$ cat config.mk
export PLATFORM = sky130hd
export DESIGN_NAME = bpcs_status
export DESIGN_NICKNAME = d
export VERILOG_FILES = /design/src/rtl/bpcs_pkg.sv /design/src/rtl/bpcs_pin_filter.sv /design/src/rtl/bpcs_status.sv
export SDC_FILE = /design/constraint.sdc
export NUM_CORES = 2
export LEC_CHECK = 0
export ABC_CLOCK_PERIOD_IN_PS = 5000
export BUFFER_PORTS_ARGS = -buffer_cell sky130_fd_sc_hd__buf_2
export CAP_MARGIN = 25
export CORE_MARGIN = 8
export CORE_UTILIZATION = 54
export CTS_CLUSTER_DIAMETER = 60
export DETAILED_ROUTE_END_ITERATION = 6
export HOLD_SLACK_MARGIN = 0.08
export PLACE_DENSITY = 0.76
export SYNTH_ARGS = -nofsm -noshare
export SYNTH_HDL_FRONTEND = slang
export SYNTH_SLANG_ARGS = --single-unit
$ cat constraint.sdc
create_clock -name core_clk -period 5 [get_ports core_clk]
set_input_delay 1.25 -clock core_clk [delete_from_list [all_inputs] [get_ports core_clk]]
set_output_delay 1.25 -clock core_clk [all_outputs]
set_load 0.02 [all_outputs]
$ cat src/rtl/bpcs_pkg.sv
// Shared constants for the breaker position and communication status block.
package bpcs_pkg;

  // ****************************************************************
  // Clock and timing
  // ****************************************************************
  localparam int unsigned CLK_HZ         = 125_000_000;
  localparam int unsigned CYC_PER_MS     = CLK_HZ / 1000;
  // Hold time for the disconnected report after its switch is released.
  localparam int unsigned DISC_HOLD_S    = 10;
  localparam int unsigned DISC_HOLD_CYC  = DISC_HOLD_S * CLK_HZ;
  // Fieldbus wait time; a plain default, set per installation.
  localparam int unsigned TRIP_UNIT_LINK_INDICATOR_WAIT_MS   = 1000;
  localparam int unsigned TRIP_UNIT_LINK_INDICATOR_WAIT_CYC  = TRIP_UNIT_LINK_INDICATOR_WAIT_MS * CYC_PER_MS;
  // Half period of the flashing internal-bus indicator.
  localparam int unsigned FLASH_HALF_MS  = 500;
  localparam int unsigned FLASH_HALF_CYC = FLASH_HALF_MS * CYC_PER_MS;

  // ****************************************************************
  // Data image and write forwarding
  // ****************************************************************
  localparam int unsigned ADDR_W_DEF = 8;
  localparam int unsigned DATA_W_DEF = 16;
  localparam int unsigned NODE_W_DEF = 2;

  // ****************************************************************
  // Position codes and switch patterns (rear, middle, front)
  // ****************************************************************
  localparam logic [1:0] POS_ABSENT    = 2'h0;
  localparam logic [1:0] POS_CONNECTED = 2'h1;
  localparam logic [1:0] POS_TEST      = 2'h2;
  localparam logic [1:0] POS_DISCONN   = 2'h3;

  localparam logic [2:0] SW_NONE   = 3'h0;
  localparam logic [2:0] SW_FRONT  = 3'h1;
  localparam logic [2:0] SW_MIDDLE = 3'h2;
  localparam logic [2:0] SW_REAR   = 3'h4;

  // Position tracker states, one-hot.
  typedef enum logic [4:0] {
    BPCS_ST_ABSENT    = 5'h01,
    BPCS_ST_CONN      = 5'h02,
    BPCS_ST_TEST      = 5'h04,
    BPCS_ST_DISC      = 5'h08,
    BPCS_ST_DISC_HOLD = 5'h10
  } bpcs_pos_e;

endpackage

$ cat src/rtl/bpcs_pin_filter.sv
// Three-stage pin synchroniser with agreement filter.
`timescale 1ns/100ps
`default_nettype none
module bpcs_pin_filter #(
  parameter int unsigned WIDTH = 3
) (
  input  wire logic             core_clk, // System clock.
  input  wire logic             nrst,     // Asynchronous reset, active low.
  input  wire logic [WIDTH-1:0] pin_in,   // Raw pin levels.
  output var  logic [WIDTH-1:0] pin_out   // Filtered levels.
);

  // ****************************************************************
  // Elaboration check
  // ****************************************************************
  if (WIDTH < 1) begin : g_bad_width
    $error("bpcs_pin_filter needs WIDTH of at least one");
  end

  logic [WIDTH-1:0] meta_ff;
  logic [WIDTH-1:0] sync_ff;
  logic [WIDTH-1:0] last_ff;

  // The first stage feeds only the second, so metastability cannot leak.
  always_ff @(posedge core_clk or negedge nrst) begin
    if (!nrst) begin
      meta_ff <= '0;
      sync_ff <= '0;
      last_ff <= '0;
    end else begin
      meta_ff <= pin_in;
      sync_ff <= meta_ff;
      last_ff <= sync_ff;
    end
  end

  // A bit changes only when the second and third stages agree.
  genvar gi;
  for (gi = 0; gi < WIDTH; gi++) begin : g_bit
    always_ff @(posedge core_clk or negedge nrst) begin
      if (!nrst) begin
        pin_out[gi] <= 1'b0;
      end else if (sync_ff[gi] == last_ff[gi]) begin
        pin_out[gi] <= last_ff[gi];
      end
    end
  end

endmodule
`default_nettype wire

$ cat src/rtl/bpcs_status.sv
// Status, position and data image logic of the breaker communication module.
//
// What this block does
// - The fieldbus indicator is red while no valid frame is seen or the wait time has run out.
// - A valid frame turns the fieldbus indicator green until the wait time passes without one.
// - The internal-bus indicator is off with no node found and red on an internal bus fault.
// - The internal-bus indicator flashes green when nodes exist but no metering or trip unit.
// - The internal-bus indicator is steady green with the metering unit, trip unit, or both.
// - Rear alone is connected, middle alone test, front alone disconnected, none after reset not present.
// - With no switch actuated while moving, connected or test stays reported until a new position.
// - Disconnected is held for ten seconds after its switch drops, then becomes not present.
// - A local image of the breaker data answers fieldbus reads in the next cycle.
// - Each fieldbus write is passed on to the internal bus node that owns the address.
`timescale 1ns/100ps
`default_nettype none
module bpcs_status
  import bpcs_pkg::*;
#(
  parameter int unsigned ADDR_W    = ADDR_W_DEF,     // Data image address width.
  parameter int unsigned DATA_W    = DATA_W_DEF,     // Data image word width.
  parameter int unsigned NODE_W    = NODE_W_DEF,     // Internal node select width.
  parameter int unsigned WAIT_CYC  = TRIP_UNIT_LINK_INDICATOR_WAIT_CYC,  // Fieldbus wait time in cycles.
  parameter int unsigned HOLD_CYC  = DISC_HOLD_CYC,  // Disconnected hold in cycles.
  parameter int unsigned FLASH_CYC = FLASH_HALF_CYC  // Flash half period in cycles.
) (
  input  wire logic              core_clk,               // System clock.
  input  wire logic              nrst,                   // Reset, active low.
  input  wire logic              frame_valid,            // Valid frame for us, pulse.
  output var  logic              fb_led_red,             // Fieldbus indicator red.
  output var  logic              fb_led_green,           // Fieldbus indicator green.
  input  wire logic              node_found,             // Any internal node found.
  input  wire logic              metering_found,         // Metering unit connected.
  input  wire logic              trip_found,             // Trip unit connected.
  input  wire logic              bus_fault,              // Internal bus fault.
  output var  logic              ib_led_red,             // Internal-bus indicator red.
  output var  logic              ib_led_green,           // Internal-bus indicator green.
  input  wire logic              rear_position_switch,   // Rear micro switch pin.
  input  wire logic              middle_position_switch, // Middle micro switch pin.
  input  wire logic              front_position_switch,  // Front micro switch pin.
  output var  logic [1:0]        position_code,          // Reported carriage position.
  input  wire logic              upd_valid,              // Image update from bus.
  input  wire logic [ADDR_W-1:0] upd_addr,               // Image update address.
  input  wire logic [DATA_W-1:0] upd_data,               // Image update word.
  input  wire logic              rd_req,                 // Fieldbus read request.
  input  wire logic [ADDR_W-1:0] rd_addr,                // Fieldbus read address.
  output var  logic              rd_valid,               // Read answer, pulse.
  output var  logic [DATA_W-1:0] rd_data,                // Read answer word.
  input  wire logic              fb_wr_valid,            // Fieldbus write request.
  input  wire logic [ADDR_W-1:0] fb_wr_addr,             // Fieldbus write address.
  input  wire logic [DATA_W-1:0] fb_wr_data,             // Fieldbus write word.
  output logic                   fb_wr_ready,            // Write can be taken.
  output var  logic              ib_wr_valid,            // Forwarded write valid.
  output var  logic [NODE_W-1:0] ib_wr_node,             // Node owning the address.
  output var  logic [ADDR_W-1:0] ib_wr_addr,             // Forwarded address.
  output var  logic [DATA_W-1:0] ib_wr_data,             // Forwarded word.
  input  wire logic              ib_wr_ready             // Internal bus took it.
);

  // ****************************************************************
  // Elaboration checks
  // ****************************************************************
  if (NODE_W < 1 || NODE_W > ADDR_W) begin : g_bad_node
    $error("bpcs_status needs 1 <= NODE_W <= ADDR_W");
  end
  if (WAIT_CYC < 2 || HOLD_CYC < 2 || FLASH_CYC < 1) begin : g_bad_time
    $error("bpcs_status timing counts are too small");
  end

  // The owning node is taken from the top address bits.
  function automatic logic [NODE_W-1:0] node_of(input logic [ADDR_W-1:0] addr);
    node_of = addr[ADDR_W-1 -: NODE_W];
  endfunction

  // ****************************************************************
  // Fieldbus indicator
  // ****************************************************************
  logic [31:0] wait_cnt_ff;
  // Thirty-two bits serve waits of up to about half a minute at this clock.

  // Each valid frame restarts the wait; expiry drops back to red.
  always_ff @(posedge core_clk or negedge nrst) begin
    if (!nrst) begin
      wait_cnt_ff  <= '0;
      fb_led_green <= 1'b0;
      fb_led_red   <= 1'b1;
    end else if (frame_valid) begin
      wait_cnt_ff  <= WAIT_CYC;
      fb_led_green <= 1'b1;
      fb_led_red   <= 1'b0;
    end else if (wait_cnt_ff == 32'h1) begin
      wait_cnt_ff  <= '0;
      fb_led_green <= 1'b0;
      fb_led_red   <= 1'b1;
    end else if (wait_cnt_ff != '0) begin
      wait_cnt_ff  <= wait_cnt_ff - 32'h1;
    end
  end

  // ****************************************************************
  // Internal-bus indicator
  // ****************************************************************
  logic [31:0] flash_cnt_ff;
  logic        flash_ff;

  // Free-running blink phase; shared by every flashing interval.
  always_ff @(posedge core_clk or negedge nrst) begin
    if (!nrst) begin
      flash_cnt_ff <= '0;
      flash_ff     <= 1'b0;
    end else if (flash_cnt_ff >= FLASH_CYC - 1) begin
      flash_cnt_ff <= '0;
      flash_ff     <= ~flash_ff;
    end else begin
      flash_cnt_ff <= flash_cnt_ff + 32'h1;
    end
  end

  // A fault wins over everything, so a broken bus never looks idle.
  always_ff @(posedge core_clk or negedge nrst) begin
    if (!nrst) begin
      ib_led_red   <= 1'b0;
      ib_led_green <= 1'b0;
    end else if (bus_fault) begin
      ib_led_red   <= 1'b1;
      ib_led_green <= 1'b0;
    end else if (!node_found) begin
      ib_led_red   <= 1'b0;
      ib_led_green <= 1'b0;
    end else if (metering_found || trip_found) begin
      ib_led_red   <= 1'b0;
      ib_led_green <= 1'b1;
    end else begin
      ib_led_red   <= 1'b0;
      ib_led_green <= flash_ff;
    end
  end

  // ****************************************************************
  // Position switches and tracker
  // ****************************************************************
  logic [2:0] sw_raw;
  logic [2:0] sw_flt;
  bpcs_pos_e  pos_ff;
  bpcs_pos_e  nxt_pos;
  logic [31:0] hold_cnt_ff;
  logic        hold_done;

  assign sw_raw = {rear_position_switch, middle_position_switch, front_position_switch};

  bpcs_pin_filter #(
    .WIDTH (3)
  ) u_sw_filter (
    .core_clk (core_clk),
    .nrst     (nrst),
    .pin_in   (sw_raw),
    .pin_out  (sw_flt)
  );

  // Done one cycle early so that the hold state lasts exactly HOLD_CYC cycles.
  assign hold_done = (hold_cnt_ff >= HOLD_CYC - 1);

  // Double actuation is not a defined position, so it keeps the current state; unlike a gap it never moves disconnected on to the hold or to not present.
  always_comb begin
    nxt_pos = pos_ff;
    case (sw_flt)
      SW_REAR   : nxt_pos = BPCS_ST_CONN;
      SW_MIDDLE : nxt_pos = BPCS_ST_TEST;
      SW_FRONT  : nxt_pos = BPCS_ST_DISC;
      SW_NONE   : begin
        case (pos_ff)
          BPCS_ST_DISC      : nxt_pos = BPCS_ST_DISC_HOLD;
          BPCS_ST_DISC_HOLD : nxt_pos = hold_done ? BPCS_ST_ABSENT : BPCS_ST_DISC_HOLD;
          BPCS_ST_CONN      : nxt_pos = BPCS_ST_CONN;
          BPCS_ST_TEST      : nxt_pos = BPCS_ST_TEST;
          BPCS_ST_ABSENT    : nxt_pos = BPCS_ST_ABSENT;
          default           : nxt_pos = BPCS_ST_ABSENT;
        endcase
      end
      default   : nxt_pos = pos_ff;
    endcase
  end

  // Tracker state and its reported code move together.
  always_ff @(posedge core_clk or negedge nrst) begin
    if (!nrst) begin
      pos_ff        <= BPCS_ST_ABSENT;
      position_code <= POS_ABSENT;
    end else begin
      pos_ff <= nxt_pos;
      case (nxt_pos)
        BPCS_ST_CONN      : position_code <= POS_CONNECTED;
        BPCS_ST_TEST      : position_code <= POS_TEST;
        BPCS_ST_DISC      : position_code <= POS_DISCONN;
        BPCS_ST_DISC_HOLD : position_code <= POS_DISCONN;
        default           : position_code <= POS_ABSENT;
      endcase
    end
  end

  // Counts time spent with the disconnected switch released.
  // The counter stops at its end, so it can never wrap during a long hold.
  always_ff @(posedge core_clk or negedge nrst) begin
    if (!nrst) begin
      hold_cnt_ff <= '0;
    end else if (pos_ff == BPCS_ST_DISC_HOLD && !hold_done) begin
      hold_cnt_ff <= hold_cnt_ff + 32'h1;
    end else if (pos_ff != BPCS_ST_DISC_HOLD) begin
      hold_cnt_ff <= '0;
    end
  end

  // ****************************************************************
  // Data image and write forwarding
  // ****************************************************************
  // Not reset: a word never updated reads back as unknown until the bus sends it.
  logic [DATA_W-1:0] image_mem [2**ADDR_W];

  // Bus updates keep the image current; reads never wait on the bus.
  always_ff @(posedge core_clk) begin
    if (upd_valid) begin
      image_mem[upd_addr] <= upd_data;
    end
  end

  // One-cycle read answer; a read of the word being updated gets the old value.
  always_ff @(posedge core_clk or negedge nrst) begin
    if (!nrst) begin
      rd_valid <= 1'b0;
      rd_data  <= '0;
    end else begin
      rd_valid <= rd_req;
      if (rd_req) begin
        rd_data <= image_mem[rd_addr];
      end
    end
  end

  // Only one write is in flight; the master is stalled until it is taken.
  // Trade-off: at most one write every second cycle, but no buffer is needed.
  assign fb_wr_ready = !ib_wr_valid;

  always_ff @(posedge core_clk or negedge nrst) begin
    if (!nrst) begin
      ib_wr_valid <= 1'b0;
      ib_wr_node  <= '0;
      ib_wr_addr  <= '0;
      ib_wr_data  <= '0;
    end else if (fb_wr_valid && fb_wr_ready) begin
      ib_wr_valid <= 1'b1;
      ib_wr_node  <= node_of(fb_wr_addr);
      ib_wr_addr  <= fb_wr_addr;
      ib_wr_data  <= fb_wr_data;
    end else if (ib_wr_ready) begin
      ib_wr_valid <= 1'b0;
    end
  end
endmodule
`default_nettype wire

==> metrics.txt <==
run status=completed; fin area=approximately 0.19 mm^2; DRC violations left=0; Die Ht=565 um; clock-pin slew on the worst setup and hold paths=roughly 0.060 ns; vias=84200; I/O Buffers=120; vias in the first global route=84400; FF+latch count, synth=roughly 4300; Top delay family on crit path=buffers and inverters; antenna viol nets, final=0; Hold Startpoint=u_sw_filter.meta_ff[1]$_DFF_PN0_; row count=201; Yosys top cell area share=75.6%; Avg Cell Area, Syn=roughly 21 um^2; reg2reg path depth=6; Die Span X=565 um; H-tree depth=5; Yosys cell types=72; Final Power=approximately 75000 uW; Clk Latency, worst-skew pair=roughly 0.97 ns; reg-to-reg endpoint=rd_data[2]$_DFFE_PN0P_; Pleak=0.0597 uW; Area Overhead vs Synth=14.2%; Slew headroom=17.0%; FF-to-FF Start=image_mem[255][2]$_DFFE_PP_; Fmax=242 MHz; CTS Buffer Depth=4; Tot GR Track Use=26.5%; sequential area share after synthesis=about four fifths; worst min-delay path category=flop to flop; Post-Syn Area=~0.16 mm^2; Max Clock Skew=between 0.05 and 0.06 ns; Final Slew Violations=0; DR pass1 iterations=6; share of cells above drive strength 1=27.2%; Core Region=0.300 mm^2; GPL Wtd Cong=just under 0.9; most common cell after layout, fill and taps aside=edfxtp_1; Max IR drop VDD=~0.00034 V; final worst-path cycle share=a little over 80%; clk root buf=clkbuf_16; critical path cell sequence=buf_12 -> buf_12 -> buf_12 -> buf_4 -> mux4_2 -> a211oi_1 -> a21oi_1 -> nand4_1 -> o211ai_1; Placed Area=0.172 mm^2; slowest CP cell=a211oi_1; CTS Hold Bufs=0; initial drt markers=between 10000 and 15000; initial antenna violation count=29; first-pass GRT wire length=slightly above 600000 um; top_reg_cell synth=edfxtp_1; fin nets=roughly 8400; Layout fillers=about 19000; Final Setup Violations=0; Worst-Margin Slew=approximately 1.2 ns; RSZ-0062 raised after global routing=false; EDFF count, synth=4096; grt ovf=0; pin count of the biggest net entering global routing=roughly 160; number of cells on the worst hold path=0; IO Pins=approximately 120; clk sink count=4258; Util after Layout=62.0%; final wirelength=about 430000 um; Post-synth ARST share=3.80%; post-synthesis instance total=approximately 7600; Avg Vias per Cell=roughly 6.7; Critical Path Start Type=input pin; Max Cap Viol=0; CTS tree=yes; area taken by flip-flops and latches=0.127 mm^2; crit path kind=input pin to flop; Inserted Clock Buffers=406; CP max stage delay=about 0.57 ns; post-DP HPWL=about 250000 um; # Post-CTS Setup Buffers=0; register-to-register setup slack=between 1.5 and 2 ns; Setup crit start=rd_addr[0]; initial core utilization=54.3%; die footprint=approximately 0.32 mm^2; crit-path max FO=approximately 70; critical path's most frequent cell=buf_12; dominant cell type by area after synthesis=edfxtp_1; top post-synthesis cells by area=edfxtp_1, mux4_2, dfrtp_1; Worst EP arrival=a little under 5 ns; final hold vios=0; post-CTS sizing=0; area of the multi-input gates=0.0338 mm^2; CP Buf/Inv Count=4; Worst Hold End=u_sw_filter.sync_ff[1]$_DFF_PN0_; PwrDens=around 400 mW/mm^2; most frequent cells in the layout=edfxtp_1, mux4_2, buf_4; Critical Path RT=about 5.8 ns; Tmin final=between 4 and 5 ns; Worst Setup End Kind=flop; yosys warns=0; Avg WL per Cell=33.9 um
[stage by stage]
| stage | setup TNS, ns | cells | setup WS [ns] | hold WS, ns |
|---|---|---|---|---|
| finish | 0 | 12600 | 0.860 | 0.353 |
| global route | 0 | 12600 | 0.899 | 0.360 |
| CTS | 0 | 12600 | 0.996 | 0.332 |
| detailed placement | 0 | 11900 | 0.000453 | 0.336 |
| global placement | -0.513 | 11900 | -0.480 | 0.343 |
| floorplan | 0 | 7596 | 1.54 | 0.331 |
[report_power, final]
part	internal, uW	leakage [uW]	switching, uW
registers	39300	0.0388	152
clock network	17900	0.00668	13500
logic	1330	0.0141	2450
total	58500	0.0597	16100
[flip-flops by register name, summed over array words and instances (netlist names), 3 cells and up]
name / flops
image_mem: 4096
flash_cnt_ff: 32
hold_cnt_ff: 32
wait_cnt_ff: 32
ib_wr_data: 16
rd_data: 16
ib_wr_addr: 6
pos_ff: 5
u_sw_filter.last_ff: 3
u_sw_filter.meta_ff: 3
u_sw_filter.pin_out: 3
u_sw_filter.sync_ff: 3
[cell type report]
| type | count | area share (%) |
|---|---|---|
| Sequential cell | 4258 | 68.3 |
| Timing Repair Buffer | 739 | 3.39 |
| Clock inverter | 276 | 1.66 |
| Multi-Input combinational cell | 2896 | 18.2 |
| Clock buffer | 483 | 5.71 |
| Antenna cell | 13 | 0.0175 |
| Tap cell | 3958 | 2.66 |
| Inverter | 14 | 0.0283 |
[worst max-delay path by stage]
| stage | slack [ns] | to | cells past startpoint |
|---|---|---|---|
| finish | 0.86 | rd_data[1]$_DFFE_PN0P_ | 9 |
| global route | 0.90 | rd_data[1]$_DFFE_PN0P_ | 9 |
| CTS | 1.0 | rd_data[1]$_DFFE_PN0P_ | 8 |
| detailed placement | 0.0005 | rd_data[1]$_DFFE_PN0P_ | 9 |
| global placement | -0.48 | rd_data[10]$_DFFE_PN0P_ | 9 |
| floorplan | 1.54 | rd_data[13]$_DFFE_PN0P_ | 10 |
[kinds of logic (layout without fill, tap and decap cells)]
logic type	Yosys count	in the layout	synth area share, %
fa+ha+maj	7	7	0.0492
simple gates	852	852	2.44
other cells	1	19	0.00230
compound gates	714	714	3.01
mux	1239	1239	14.8
buf+inv	442	1512	1.20
flops	4258	4258	78.1
xor+xnor	78	78	0.420
[layer usage]
layer / vias to the layer above / part of all wire, % / GRT usage (%)
li1: 33300 / - / -
met1: 43800 / 35 / 35.2
met2: 6088 / 47 / 41.4
met3: 1033 / 13 / 7.20
met4: 22 / 5.5 / 12.2
met5: - / 0.037 / 0
[cell usage after synthesis (3+ instances only)]
cell       number
or3_1           5
nor4b_1         5
a211oi_1       64
a21o_1          3
a22o_1         31
o41ai_1         7
buf_4          39
a2111oi_0      11
xnor2_1        29
mux2i_1       265
and4_1          6
o21bai_1       11
nand2b_1       15
a22oi_1       109
a31oi_1        22
o211ai_1       27
buf_1          34
o22ai_1       217
buf_2         113
xor2_1         49
or4_1          19
nand2_1       147
nor3_1         18
nor2b_1        38
ha_1            4
dfrtp_1       160
nor2_1        383
nor4_1         42
nand3_1        93
mux2_2         43
o21ai_0        36
inv_1          14
and2_1         11
nand4_1        40
edfxtp_1     4096
and3_1         14
a21oi_1        96
maj3_1          3
o221ai_1       43
mux4_2        931
a21boi_0       19
clkbuf_1      241
[worst reg2reg max path: cells and delay by family (launching register included)]
family             cells  cell delay (ns)
muxes                  1             0.25
DFF                    1             0.35
and+or+nand+nor        3             1.40
AOI/OAI and AO/OA      2             1.00
(Power assumes the default switching activity.)
